$ cat src/inc/mmc_defines.vh
// Constants for the meter misc control register bank.
// Assumes byte-wide core register bus with separate SFR and memory spaces.
`ifndef MMC_DEFINES_VH
`define MMC_DEFINES_VH

// SFR space offsets
`define MMC_OFS_EE_DATA      16'h009e
`define MMC_OFS_EE_CTRL      16'h009f

// Memory-mapped offsets
`define MMC_OFS_EQU          16'h2106
`define MMC_OFS_EE_MODE      16'h2456
`define MMC_OFS_STEER_WV     16'h2457
`define MMC_OFS_STEER_XY     16'h2458
`define MMC_OFS_INT_LO       16'h2700
`define MMC_OFS_INT_HI       16'h2701
`define MMC_OFS_WAKE         16'h28b3

// Field positions
`define MMC_EQU_LSB          5
`define MMC_EE_MODE_LSB      6
`define MMC_BIT_STEER_W      7
`define MMC_BIT_STEER_V      6
`define MMC_BIT_STEER_X      7
`define MMC_BIT_STEER_Y      6
`define MMC_BIT_EE_ERR       7
`define MMC_BIT_EE_BUSY      6
`define MMC_BIT_EE_ACK       5
`define MMC_EE_CMD_W         5
`define MMC_BIT_WAKE_4       2
`define MMC_BIT_WAKE_52      1
`define MMC_BIT_WAKE_55      0

// Interrupt flag index (flag vector order) and byte/bit placement
`define MMC_NUM_INT          10
`define MMC_INT_XFER         0
`define MMC_INT_RTC1S        1
`define MMC_INT_RTC1M        2
`define MMC_INT_RTCT         3
`define MMC_INT_EE           4
`define MMC_INT_AUX_ENERGY_PULSE_X       5
`define MMC_INT_AUX_ENERGY_PULSE_Y       6
`define MMC_INT_SPI          7
`define MMC_INT_REAL_ENERGY_PULSE       8
`define MMC_INT_VPULSE       9
`define MMC_BIT_XFER         0
`define MMC_BIT_RTC1S        1
`define MMC_BIT_RTC1M        2
`define MMC_BIT_RTCT         3
`define MMC_BIT_EE           7
`define MMC_BIT_AUX_ENERGY_PULSE_X       6
`define MMC_BIT_AUX_ENERGY_PULSE_Y       5
`define MMC_BIT_SPI          7
`define MMC_BIT_REAL_ENERGY_PULSE       6
`define MMC_BIT_VPULSE       5

// EEPROM pin mode codes
`define MMC_EE_MODE_OFF      2'b00
`define MMC_EE_MODE_2W       2'b01
`define MMC_EE_MODE_3W       2'b10

// Reset values
`define MMC_RST_BYTE         8'h00
`define MMC_RST_EQU          3'h0
`define MMC_RST_MODE         2'h0

`endif

$ cat src/rtl/mmc_int_flags.v
// Sticky interrupt flag bank, one flag per source.
// Assumes event inputs are one-cycle synchronous pulses.
`timescale 1ns/1ps

module mmc_int_flags
#(
  parameter N = 10
)
(
  input  wire         ref_clk,   // System clock
  input  wire         rst,       // Async reset, high
  input  wire         ce,        // Clock enable
  input  wire [N-1:0] set_ev,    // Hardware set events
  input  wire [N-1:0] clr,       // Software clear strobes
  output wire [N-1:0] flag       // Flag state
);

  reg [N-1:0] flag_q;

  genvar i;
  generate
    for (i = 0; i < N; i = i + 1)
    begin : g_flag
      always @(posedge ref_clk or posedge rst)
      begin
        if (rst)
          flag_q[i] <= 1'b0;
        else if (ce)
        begin
          // Set beats a same-cycle clear so no event is lost
          if (set_ev[i])
            flag_q[i] <= 1'b1;
          else if (clr[i])
            flag_q[i] <= 1'b0;
        end
      end
    end
  endgenerate

  assign flag = flag_q;

endmodule

$ cat src/rtl/mmc_regs.v
// Meter misc control register bank: pulse steering, EEPROM regs,
// equation select, interrupt flags and pin wake enables.
// Assumes a byte-wide core bus with one-cycle strobes, synchronous pins.
`timescale 1ns/1ps
`include "mmc_defines.vh"

module mmc_regs
(
  input  wire        ref_clk,               // System clock, 100 MHz
  input  wire        rst,                   // Async reset, high
  input  wire        ce,                    // Clock enable, freezes state
  input  wire        bus_sfr,               // 1 selects SFR space
  input  wire [15:0] bus_addr,              // Register address
  input  wire        bus_wr,                // Write strobe
  input  wire        bus_rd,                // Read strobe
  input  wire [7:0]  bus_wdata,             // Write data
  output reg  [7:0]  bus_rdata_q,           // Read data
  output reg         bus_rvalid_q,          // Read data valid pulse
  input  wire [7:0]  lcd_pin_map,           // Pin-as-Lcd_pin_map bits
  input  wire        real_energy_pulse,     // Watt pulse
  input  wire        reactive_energy_pulse, // Var pulse
  input  wire        aux_energy_pulse_x,    // X pulse
  input  wire        aux_energy_pulse_y,    // Y pulse
  output reg  [3:0]  seg_pulse_oe_q,        // Drive enables pins 0,1,6,7
  output reg  [3:0]  seg_pulse_out_q,       // Pulse levels pins 0,1,6,7
  input  wire        ee_illegal_cmd,        // Engine saw illegal command
  input  wire        ee_bus_busy,           // Engine serial bus busy
  input  wire        ee_rx_ack,             // Acknowledge from memory
  input  wire        ee_rx_load,            // Engine loads received byte
  input  wire [7:0]  ee_rx_byte,            // Received byte
  output reg  [7:0]  ee_data_q,             // Data byte to engine
  output reg  [4:0]  ee_cmd_q,              // Command field to engine
  output reg         ee_cmd_stb_q,          // Command written pulse
  output reg         ee_two_wire_q,         // Two-wire mode on
  output reg         ee_three_wire_q,       // Three-wire mode on
  output reg  [2:0]  power_equation_select_q, // Equation select
  input  wire [9:0]  int_events,            // Source event pulses
  input  wire [9:0]  core_ext_en,           // Core external enables
  output reg  [9:0]  int_req_q,             // Gated requests to core
  input  wire        seg_io_pin_4,          // Pin 4 level
  input  wire        seg_io_pin_52,         // Pin 52 level
  input  wire        seg_io_pin_55,         // Pin 55 level
  input  wire        general_io_4_din,      // Io 4 is digital input
  input  wire        pin52_din,             // Pin 52 is digital input
  input  wire        pin55_din,             // Pin 55 is digital input
  output reg         wake_q                 // Wake request pulse
);

  function hit;
    input        sfr;
    input [15:0] addr;
    input        want_sfr;
    input [15:0] target;
    begin
      hit = (sfr == want_sfr) && (addr == target);
    end
  endfunction

  wire        h_data  = hit(bus_sfr, bus_addr, 1'b1, `MMC_OFS_EE_DATA);
  wire        h_ctrl  = hit(bus_sfr, bus_addr, 1'b1, `MMC_OFS_EE_CTRL);
  wire        h_equ   = hit(bus_sfr, bus_addr, 1'b0, `MMC_OFS_EQU);
  wire        h_mode  = hit(bus_sfr, bus_addr, 1'b0, `MMC_OFS_EE_MODE);
  wire        h_wv    = hit(bus_sfr, bus_addr, 1'b0, `MMC_OFS_STEER_WV);
  wire        h_xy    = hit(bus_sfr, bus_addr, 1'b0, `MMC_OFS_STEER_XY);
  wire        h_intlo = hit(bus_sfr, bus_addr, 1'b0, `MMC_OFS_INT_LO);
  wire        h_inthi = hit(bus_sfr, bus_addr, 1'b0, `MMC_OFS_INT_HI);
  wire        h_wake  = hit(bus_sfr, bus_addr, 1'b0, `MMC_OFS_WAKE);

  reg         steer_w_q;
  reg         steer_v_q;
  reg         steer_x_q;
  reg         steer_y_q;
  reg  [1:0]  ee_mode_q;
  reg         ee_err_q;
  reg         ee_busy_q;
  reg         ee_ack_q;
  reg         wake4_en_q;
  reg         wake52_en_q;
  reg         wake55_en_q;
  reg  [2:0]  pin_prev_q;

  // Interrupt flag bus layout
  wire [9:0]  int_flag;
  reg  [9:0]  int_clr;
  reg  [7:0]  int_lo_rd;
  reg  [7:0]  int_hi_rd;
  reg  [7:0]  rd_mux;

  // Map byte writes onto per-flag clears; ones are ignored
  always @*
  begin
    int_clr = 10'h000;
    if (bus_wr && h_intlo)
    begin
      int_clr[`MMC_INT_XFER]   = ~bus_wdata[`MMC_BIT_XFER];
      int_clr[`MMC_INT_RTC1S]  = ~bus_wdata[`MMC_BIT_RTC1S];
      int_clr[`MMC_INT_RTC1M]  = ~bus_wdata[`MMC_BIT_RTC1M];
      int_clr[`MMC_INT_RTCT]   = ~bus_wdata[`MMC_BIT_RTCT];
      int_clr[`MMC_INT_EE]     = ~bus_wdata[`MMC_BIT_EE];
      int_clr[`MMC_INT_AUX_ENERGY_PULSE_X] = ~bus_wdata[`MMC_BIT_AUX_ENERGY_PULSE_X];
      int_clr[`MMC_INT_AUX_ENERGY_PULSE_Y] = ~bus_wdata[`MMC_BIT_AUX_ENERGY_PULSE_Y];
    end
    if (bus_wr && h_inthi)
    begin
      int_clr[`MMC_INT_SPI]    = ~bus_wdata[`MMC_BIT_SPI];
      int_clr[`MMC_INT_REAL_ENERGY_PULSE] = ~bus_wdata[`MMC_BIT_REAL_ENERGY_PULSE];
      int_clr[`MMC_INT_VPULSE] = ~bus_wdata[`MMC_BIT_VPULSE];
    end
  end

  mmc_int_flags
  #(
    .N(`MMC_NUM_INT)
  )
  u_flags
  (
    .ref_clk (ref_clk),
    .rst     (rst),
    .ce      (ce),
    .set_ev  (int_events),
    .clr     (int_clr),
    .flag    (int_flag)
  );

  // Place flags into their bytes
  always @*
  begin
    int_lo_rd = `MMC_RST_BYTE;
    int_hi_rd = `MMC_RST_BYTE;
    int_lo_rd[`MMC_BIT_XFER]   = int_flag[`MMC_INT_XFER];
    int_lo_rd[`MMC_BIT_RTC1S]  = int_flag[`MMC_INT_RTC1S];
    int_lo_rd[`MMC_BIT_RTC1M]  = int_flag[`MMC_INT_RTC1M];
    int_lo_rd[`MMC_BIT_RTCT]   = int_flag[`MMC_INT_RTCT];
    int_lo_rd[`MMC_BIT_EE]     = int_flag[`MMC_INT_EE];
    int_lo_rd[`MMC_BIT_AUX_ENERGY_PULSE_X] = int_flag[`MMC_INT_AUX_ENERGY_PULSE_X];
    int_lo_rd[`MMC_BIT_AUX_ENERGY_PULSE_Y] = int_flag[`MMC_INT_AUX_ENERGY_PULSE_Y];
    int_hi_rd[`MMC_BIT_SPI]    = int_flag[`MMC_INT_SPI];
    int_hi_rd[`MMC_BIT_REAL_ENERGY_PULSE] = int_flag[`MMC_INT_REAL_ENERGY_PULSE];
    int_hi_rd[`MMC_BIT_VPULSE] = int_flag[`MMC_INT_VPULSE];
  end

  // Read multiplexer; unmapped addresses read zero
  always @*
  begin
    rd_mux = `MMC_RST_BYTE;
    if (h_data)
      rd_mux = ee_data_q;
    else if (h_ctrl)
    begin
      rd_mux[`MMC_EE_CMD_W-1:0] = ee_cmd_q;
      rd_mux[`MMC_BIT_EE_ERR]   = ee_err_q;
      rd_mux[`MMC_BIT_EE_BUSY]  = ee_busy_q;
      rd_mux[`MMC_BIT_EE_ACK]   = ee_ack_q;
    end
    else if (h_equ)
      rd_mux[`MMC_EQU_LSB+2:`MMC_EQU_LSB] = power_equation_select_q;
    else if (h_mode)
      rd_mux[`MMC_EE_MODE_LSB+1:`MMC_EE_MODE_LSB] = ee_mode_q;
    else if (h_wv)
    begin
      rd_mux[`MMC_BIT_STEER_W] = steer_w_q;
      rd_mux[`MMC_BIT_STEER_V] = steer_v_q;
    end
    else if (h_xy)
    begin
      rd_mux[`MMC_BIT_STEER_X] = steer_x_q;
      rd_mux[`MMC_BIT_STEER_Y] = steer_y_q;
    end
    else if (h_intlo)
      rd_mux = int_lo_rd;
    else if (h_inthi)
      rd_mux = int_hi_rd;
    else if (h_wake)
    begin
      rd_mux[`MMC_BIT_WAKE_4]  = wake4_en_q;
      rd_mux[`MMC_BIT_WAKE_52] = wake52_en_q;
      rd_mux[`MMC_BIT_WAKE_55] = wake55_en_q;
    end
  end

  // Bus read answer, one cycle after the strobe
  always @(posedge ref_clk or posedge rst)
  begin
    if (rst)
    begin
      bus_rdata_q  <= `MMC_RST_BYTE;
      bus_rvalid_q <= 1'b0;
    end
    else if (ce)
    begin
      bus_rvalid_q <= bus_rd;
      if (bus_rd)
        bus_rdata_q <= rd_mux;
    end
  end

  // Writable configuration registers
  always @(posedge ref_clk or posedge rst)
  begin
    if (rst)
    begin
      steer_w_q               <= 1'b0;
      steer_v_q               <= 1'b0;
      steer_x_q               <= 1'b0;
      steer_y_q               <= 1'b0;
      ee_mode_q               <= `MMC_RST_MODE;
      power_equation_select_q <= `MMC_RST_EQU;
      wake4_en_q              <= 1'b0;
      wake52_en_q             <= 1'b0;
      wake55_en_q             <= 1'b0;
      ee_data_q               <= `MMC_RST_BYTE;
      ee_cmd_q                <= 5'h00;
      ee_cmd_stb_q            <= 1'b0;
    end
    else if (ce)
    begin
      ee_cmd_stb_q <= bus_wr && h_ctrl;
      if (bus_wr && h_wv)
      begin
        steer_w_q <= bus_wdata[`MMC_BIT_STEER_W];
        steer_v_q <= bus_wdata[`MMC_BIT_STEER_V];
      end
      if (bus_wr && h_xy)
      begin
        steer_x_q <= bus_wdata[`MMC_BIT_STEER_X];
        steer_y_q <= bus_wdata[`MMC_BIT_STEER_Y];
      end
      if (bus_wr && h_mode)
        ee_mode_q <= bus_wdata[`MMC_EE_MODE_LSB+1:`MMC_EE_MODE_LSB];
      if (bus_wr && h_equ)
        power_equation_select_q <= bus_wdata[`MMC_EQU_LSB+2:`MMC_EQU_LSB];
      if (bus_wr && h_wake)
      begin
        wake4_en_q  <= bus_wdata[`MMC_BIT_WAKE_4];
        wake52_en_q <= bus_wdata[`MMC_BIT_WAKE_52];
        wake55_en_q <= bus_wdata[`MMC_BIT_WAKE_55];
      end
      // Software write wins over a same-cycle engine load of the data byte
      if (bus_wr && h_data)
        ee_data_q <= bus_wdata;
      else if (ee_rx_load)
        ee_data_q <= ee_rx_byte;
      // Status bits are read-only; only the command field is stored
      if (bus_wr && h_ctrl)
        ee_cmd_q <= bus_wdata[`MMC_EE_CMD_W-1:0];
    end
  end

  // EEPROM status tracking and pin mode decode
  always @(posedge ref_clk or posedge rst)
  begin
    if (rst)
    begin
      ee_err_q        <= 1'b0;
      ee_busy_q       <= 1'b0;
      ee_ack_q        <= 1'b0;
      ee_two_wire_q   <= 1'b0;
      ee_three_wire_q <= 1'b0;
    end
    else if (ce)
    begin
      // Error holds until the next command; a new illegal one still sets it
      if (ee_illegal_cmd)
        ee_err_q <= 1'b1;
      else if (bus_wr && h_ctrl)
        ee_err_q <= 1'b0;
      ee_busy_q       <= ee_bus_busy;
      ee_ack_q        <= ee_rx_ack;
      ee_two_wire_q   <= (ee_mode_q == `MMC_EE_MODE_2W);
      ee_three_wire_q <= (ee_mode_q == `MMC_EE_MODE_3W);
    end
  end

  // Pulse steering onto shared segment pins
  always @(posedge ref_clk or posedge rst)
  begin
    if (rst)
    begin
      seg_pulse_oe_q  <= 4'h0;
      seg_pulse_out_q <= 4'h0;
    end
    else if (ce)
    begin
      seg_pulse_oe_q[0]  <= steer_w_q & ~lcd_pin_map[0];
      seg_pulse_oe_q[1]  <= steer_v_q & ~lcd_pin_map[1];
      seg_pulse_oe_q[2]  <= steer_x_q & ~lcd_pin_map[6];
      seg_pulse_oe_q[3]  <= steer_y_q & ~lcd_pin_map[7];
      seg_pulse_out_q[0] <= steer_w_q & ~lcd_pin_map[0] & real_energy_pulse;
      seg_pulse_out_q[1] <= steer_v_q & ~lcd_pin_map[1] & reactive_energy_pulse;
      seg_pulse_out_q[2] <= steer_x_q & ~lcd_pin_map[6] & aux_energy_pulse_x;
      seg_pulse_out_q[3] <= steer_y_q & ~lcd_pin_map[7] & aux_energy_pulse_y;
    end
  end

  // Interrupt gating with the core's own enables
  always @(posedge ref_clk or posedge rst)
  begin
    if (rst)
      int_req_q <= 10'h000;
    else if (ce)
      int_req_q <= int_flag & core_ext_en;
  end

  // Rising-edge wake; edge history runs always so enabling never fakes an edge
  wire [2:0] pin_now = {seg_io_pin_55, seg_io_pin_52, seg_io_pin_4};
  wire [2:0] pin_rise = pin_now & ~pin_prev_q;

  always @(posedge ref_clk or posedge rst)
  begin
    if (rst)
    begin
      pin_prev_q <= 3'h0;
      wake_q     <= 1'b0;
    end
    else if (ce)
    begin
      pin_prev_q <= pin_now;
      wake_q     <= (pin_rise[0] & wake4_en_q & general_io_4_din)
                  | (pin_rise[1] & wake52_en_q & pin52_din)
                  | (pin_rise[2] & wake55_en_q & pin55_din);
    end
  end

endmodule

$ cat config.mk
export PLATFORM = sky130hd
export DESIGN_NAME = mmc_regs
export DESIGN_NICKNAME = d
export VERILOG_FILES = /design/src/rtl/mmc_int_flags.v /design/src/rtl/mmc_regs.v
export VERILOG_INCLUDE_DIRS = /design/src /design/src/inc
export SDC_FILE = /design/constraint.sdc
export NUM_CORES = 1
export LEC_CHECK = 0
export BUFFER_PORTS_ARGS = -buffer_cell sky130_fd_sc_hd__buf_2
export CORE_MARGIN = 1.5
export CORE_UTILIZATION = 45
export DETAILED_ROUTE_END_ITERATION = 10
export PLACE_DENSITY = 0.72
export SLEW_MARGIN = 10
export SYNTH_ARGS = -nofsm -noshare
export SYNTH_HDL_FRONTEND = slang
export SYNTH_HIERARCHICAL = 1
export SYNTH_SLANG_ARGS = --single-unit
$ cat constraint.sdc
create_clock -name ref_clk -period 2.35 [get_ports ref_clk]
set_input_delay 0.1175 -clock ref_clk [delete_from_list [all_inputs] [get_ports ref_clk]]
set_output_delay 0.1175 -clock ref_clk [all_outputs]
set_load 0.03 [all_outputs]
==> results.tsv <==
stage	metric	value	unit
synthesis	Post-synth ARST share	100.0	%
route	DRT Pass-1 Iters	5	
die	Initial Util	46.52	%
synthesis	post-synth top area cell	dfrtp_1	
global_routing	largest net degree at the start of global routing	63	
route	WL/cell	16.96	um
synthesis	synthesized cell area	3841	um^2
route	Vias	3484	
synthesis	Yosys cell types	58	
clock_tree	# resized after CTS	0	
timing	RSZ-0062 raised after global routing	false	
clock_tree	cts bufs inserted	9	
power_and_ir_drop	Net Switching	732.4	uW
min_path	hold crit path type	in -> reg	
synthesis	Area contributors post-synth	dfrtp_1, mux2_2, o21ai_0	
clock_tree	cts hold-fix bufs	4	
synthesis	Top FF cell, synth	dfrtp_1	
power_and_ir_drop	PnR Total Power	2542	uW
synthesis	Seq cells post-synth	72	
power_and_ir_drop	clock share of power	31.4	%
power_and_ir_drop	Leak	0.002333	uW
place	port buffer count	122	
layout	Layout area overhead	22.90	%
route	DRC	0	
timing	Hold Fails Final Rpt	0	
global_routing	vias in the first global route	3259	
die	core area	8258	um^2
worst_setup_path	WP data arrival	1940	ps
synthesis	synthesized net count	470	
layout	net count reported at finish	595	
clock_tree	clk_lat worst skew	340	ps
timing	fin crit share	73.02	%
synthesis	Mapped Avg Cell Area	9.849	um^2
worst_setup_path	Critical Path RT	2580	ps
die	I/O Pins	127	
flow_run	max cap viols	0	
worst_setup_path	Setup CP Type	in -> reg	
status	outcome	completed	
synthesis	register area share after synthesis	46.91	%
global_routing	overall routing resource usage	24.07	%
synthesis	Post-synth EDFFs	0	
synthesis	top cell types by occurrence after synthesis	dfrtp_1, inv_1, nand2_1	
timing	endpoints failing setup	0	
timing	Rel. slew slack	62.99	%
place	DP Wirelength	8.156	mm
power_and_ir_drop	Peak VDD IR	0.3060	mV
power_and_ir_drop	Pint	1810	uW
worst_setup_path	nature of the critical path endpoint	flop	
clock_tree	clock buffer depth	2	
synthesis	Yosys top cell area share	46.91	%
clock_tree	Reg clk slew, reported paths	80	ps
timing	post-layout minimum cycle time	1716	ps
worst_setup_path	Max FO, Critical Path	8	
die	Core Rows	33	
power_and_ir_drop	share of total power in sequential cells	52.0	%
die	DIE AREA	9099	um^2
power_and_ir_drop	power share of the combinational group	16.6	%
die	die width	95.39	um
layout	share of cells above drive strength 1	34.75	%
route	1st-iter DRT viols	222	
clock_tree	TritonCTS clock tree	done	
route	overall routed net length	10.56	mm
global_routing	global-route wire length before repair	16.48	mm
timing	highest clock rate	0.5827	GHz
die	Die Ht	95.39	um
timing	Slew @ Worst Pin	548.2	ps
power_and_ir_drop	power density cells	538.5	nW/um^2
place	Placer Congestion	0.9129	
route	Via density	5.592	
clock_tree	clk sink count	72	
synthesis	synth warn	6	
clock_tree	post-CTS setup buffer count	0	
clock_tree	clk root buf	clkbuf_8	
global_routing	initial antenna violation count	0	
synthesis	top-count cell post-synth	dfrtp_1	
timing	Setup TNS	0	ps
timing	Worst Skew	9.998	ps
timing	Max Transition Viols Final	0	
layout	diode count	0	
power_and_ir_drop	switching share of power	28.81	%
synthesis	cells after synthesis	390	
global_routing	GRT overflow	0	
route	ANT nets after route	0	
clock_tree	H-tree levels	3	
worst_setup_path	startpoint types	primary input	
[power groups by stage]
stage | Sequential, uW | Combinational [uW] | Clock, uW
6_report | 1320 | 422 | 798
5_1_grt | 1330 | 461 | 878
4_1_cts | 1320 | 424 | 818
3_5_place_dp | 1350 | 417 | 0
3_3_place_gp | 1340 | 407 | 0
2_1_floorplan | 1430 | 161 | 0
[final timing paths]
kind	startpoint	endpoint	slack [ps]	cells after the start
setup / recovery	bus_addr[1]	u_flags/flag[6]$_DFFE_PP0P_	630	8
hold / removal	ee_bus_busy	ee_busy_q$_DFFE_PP0P_	6	2
setup reg to reg	steer_w_q$_DFFE_PP0P_	bus_rdata_q[7]$_DFFE_PP0P_	1050	3
hold reg to reg	pin_prev_q[2]$_DFFE_PP0P_	pin_prev_q[2]$_DFFE_PP0P_	500	1
max in group asynchronous	rst	bus_rdata_q[6]$_DFFE_PP0P_	1390	4
min in group asynchronous	rst	u_flags/flag[6]$_DFFE_PP0P_	320	3
[through the flow]
stage / utilization, % / worst slack, ps / instances / hold slack [ps] / area, um^2
global placement: 54.85 / 298.9 / 605 / 124.9 / 4529
global route: 57.17 / 349.5 / 623 / 4.584 / 4721
floorplan: - / 642.6 / 390 / -42.32 / 3841
detailed placement: 54.85 / 310.9 / 605 / 132.4 / 4529
CTS: 57.17 / 676.9 / 623 / 1.256 / 4721
finish: 57.17 / 634.0 / 623 / 6.445 / 4721
[cells in the final DEF, fill, tap and decap left out, types with 5 or more instances in the layout]
cell type  count
a22o_1        15
a22o_2         5
buf_2        122
buf_4          5
clkbuf_8       9
dfrtp_1       72
inv_1         35
mux2_2        16
mux2i_1       14
nand2_1       35
nand2b_1       6
nand3_1       27
nand4_1        9
nor2_1        18
nor3_1        12
nor4_1         6
o21ai_0       30
[area by class of cell]
class | count | area [um^2]
Clock inverter | 4 | 23.77
Fill cell | 768 | 3537
Timing Repair Buffer | 132 | 708.2
Tap cell | 105 | 131.4
Sequential cell | 72 | 1802
Multi-Input combinational cell | 264 | 1793
Inverter | 36 | 135.1
Clock buffer | 10 | 127.6
[layer usage]
| layer | routed length, um | global-route usage (%) |
|---|---|---|
| met1 | 4633 | 32.72 |
| met2 | 5004 | 38.42 |
| met3 | 812 | 5.742 |
| met4 | 114 | 6.618 |
| met5 | 0 | 0 |
[sequential cells by signal, summed over array words and instances (netlist names), 2 cells and up]
signal,count
ee_data_q,8
ee_mode_q,2
power_equation_select_q,3
bus_rdata_q,8
u_flags/flag,10
pin_prev_q,3
seg_pulse_oe_q,4
seg_pulse_out_q,4
ee_cmd_q,5
int_req_q,10
[logic make-up (layout without fill, tap and decap cells)]
kind of cell / count (synthesis) / after routing / share of synthesized area (%)
AND/OR/NAND/NOR: 157 / 157 / 24.23
AO/OA/AOI/OAI: 77 / 77 / 14.10
flip-flops: 72 / 72 / 46.91
buffers and inverters: 54 / 182 / 6.417
multiplexers: 30 / 30 / 8.339
[critical path, cell delays in order]
cell and delay (ps):
buf_2 150, nor4b_1 480, nand4_1 240, nor3_1 310, nand2_1 230, nor2_1 140, nand2_1 60, a22o_1 220
Power figures use the tool's default switching activity.
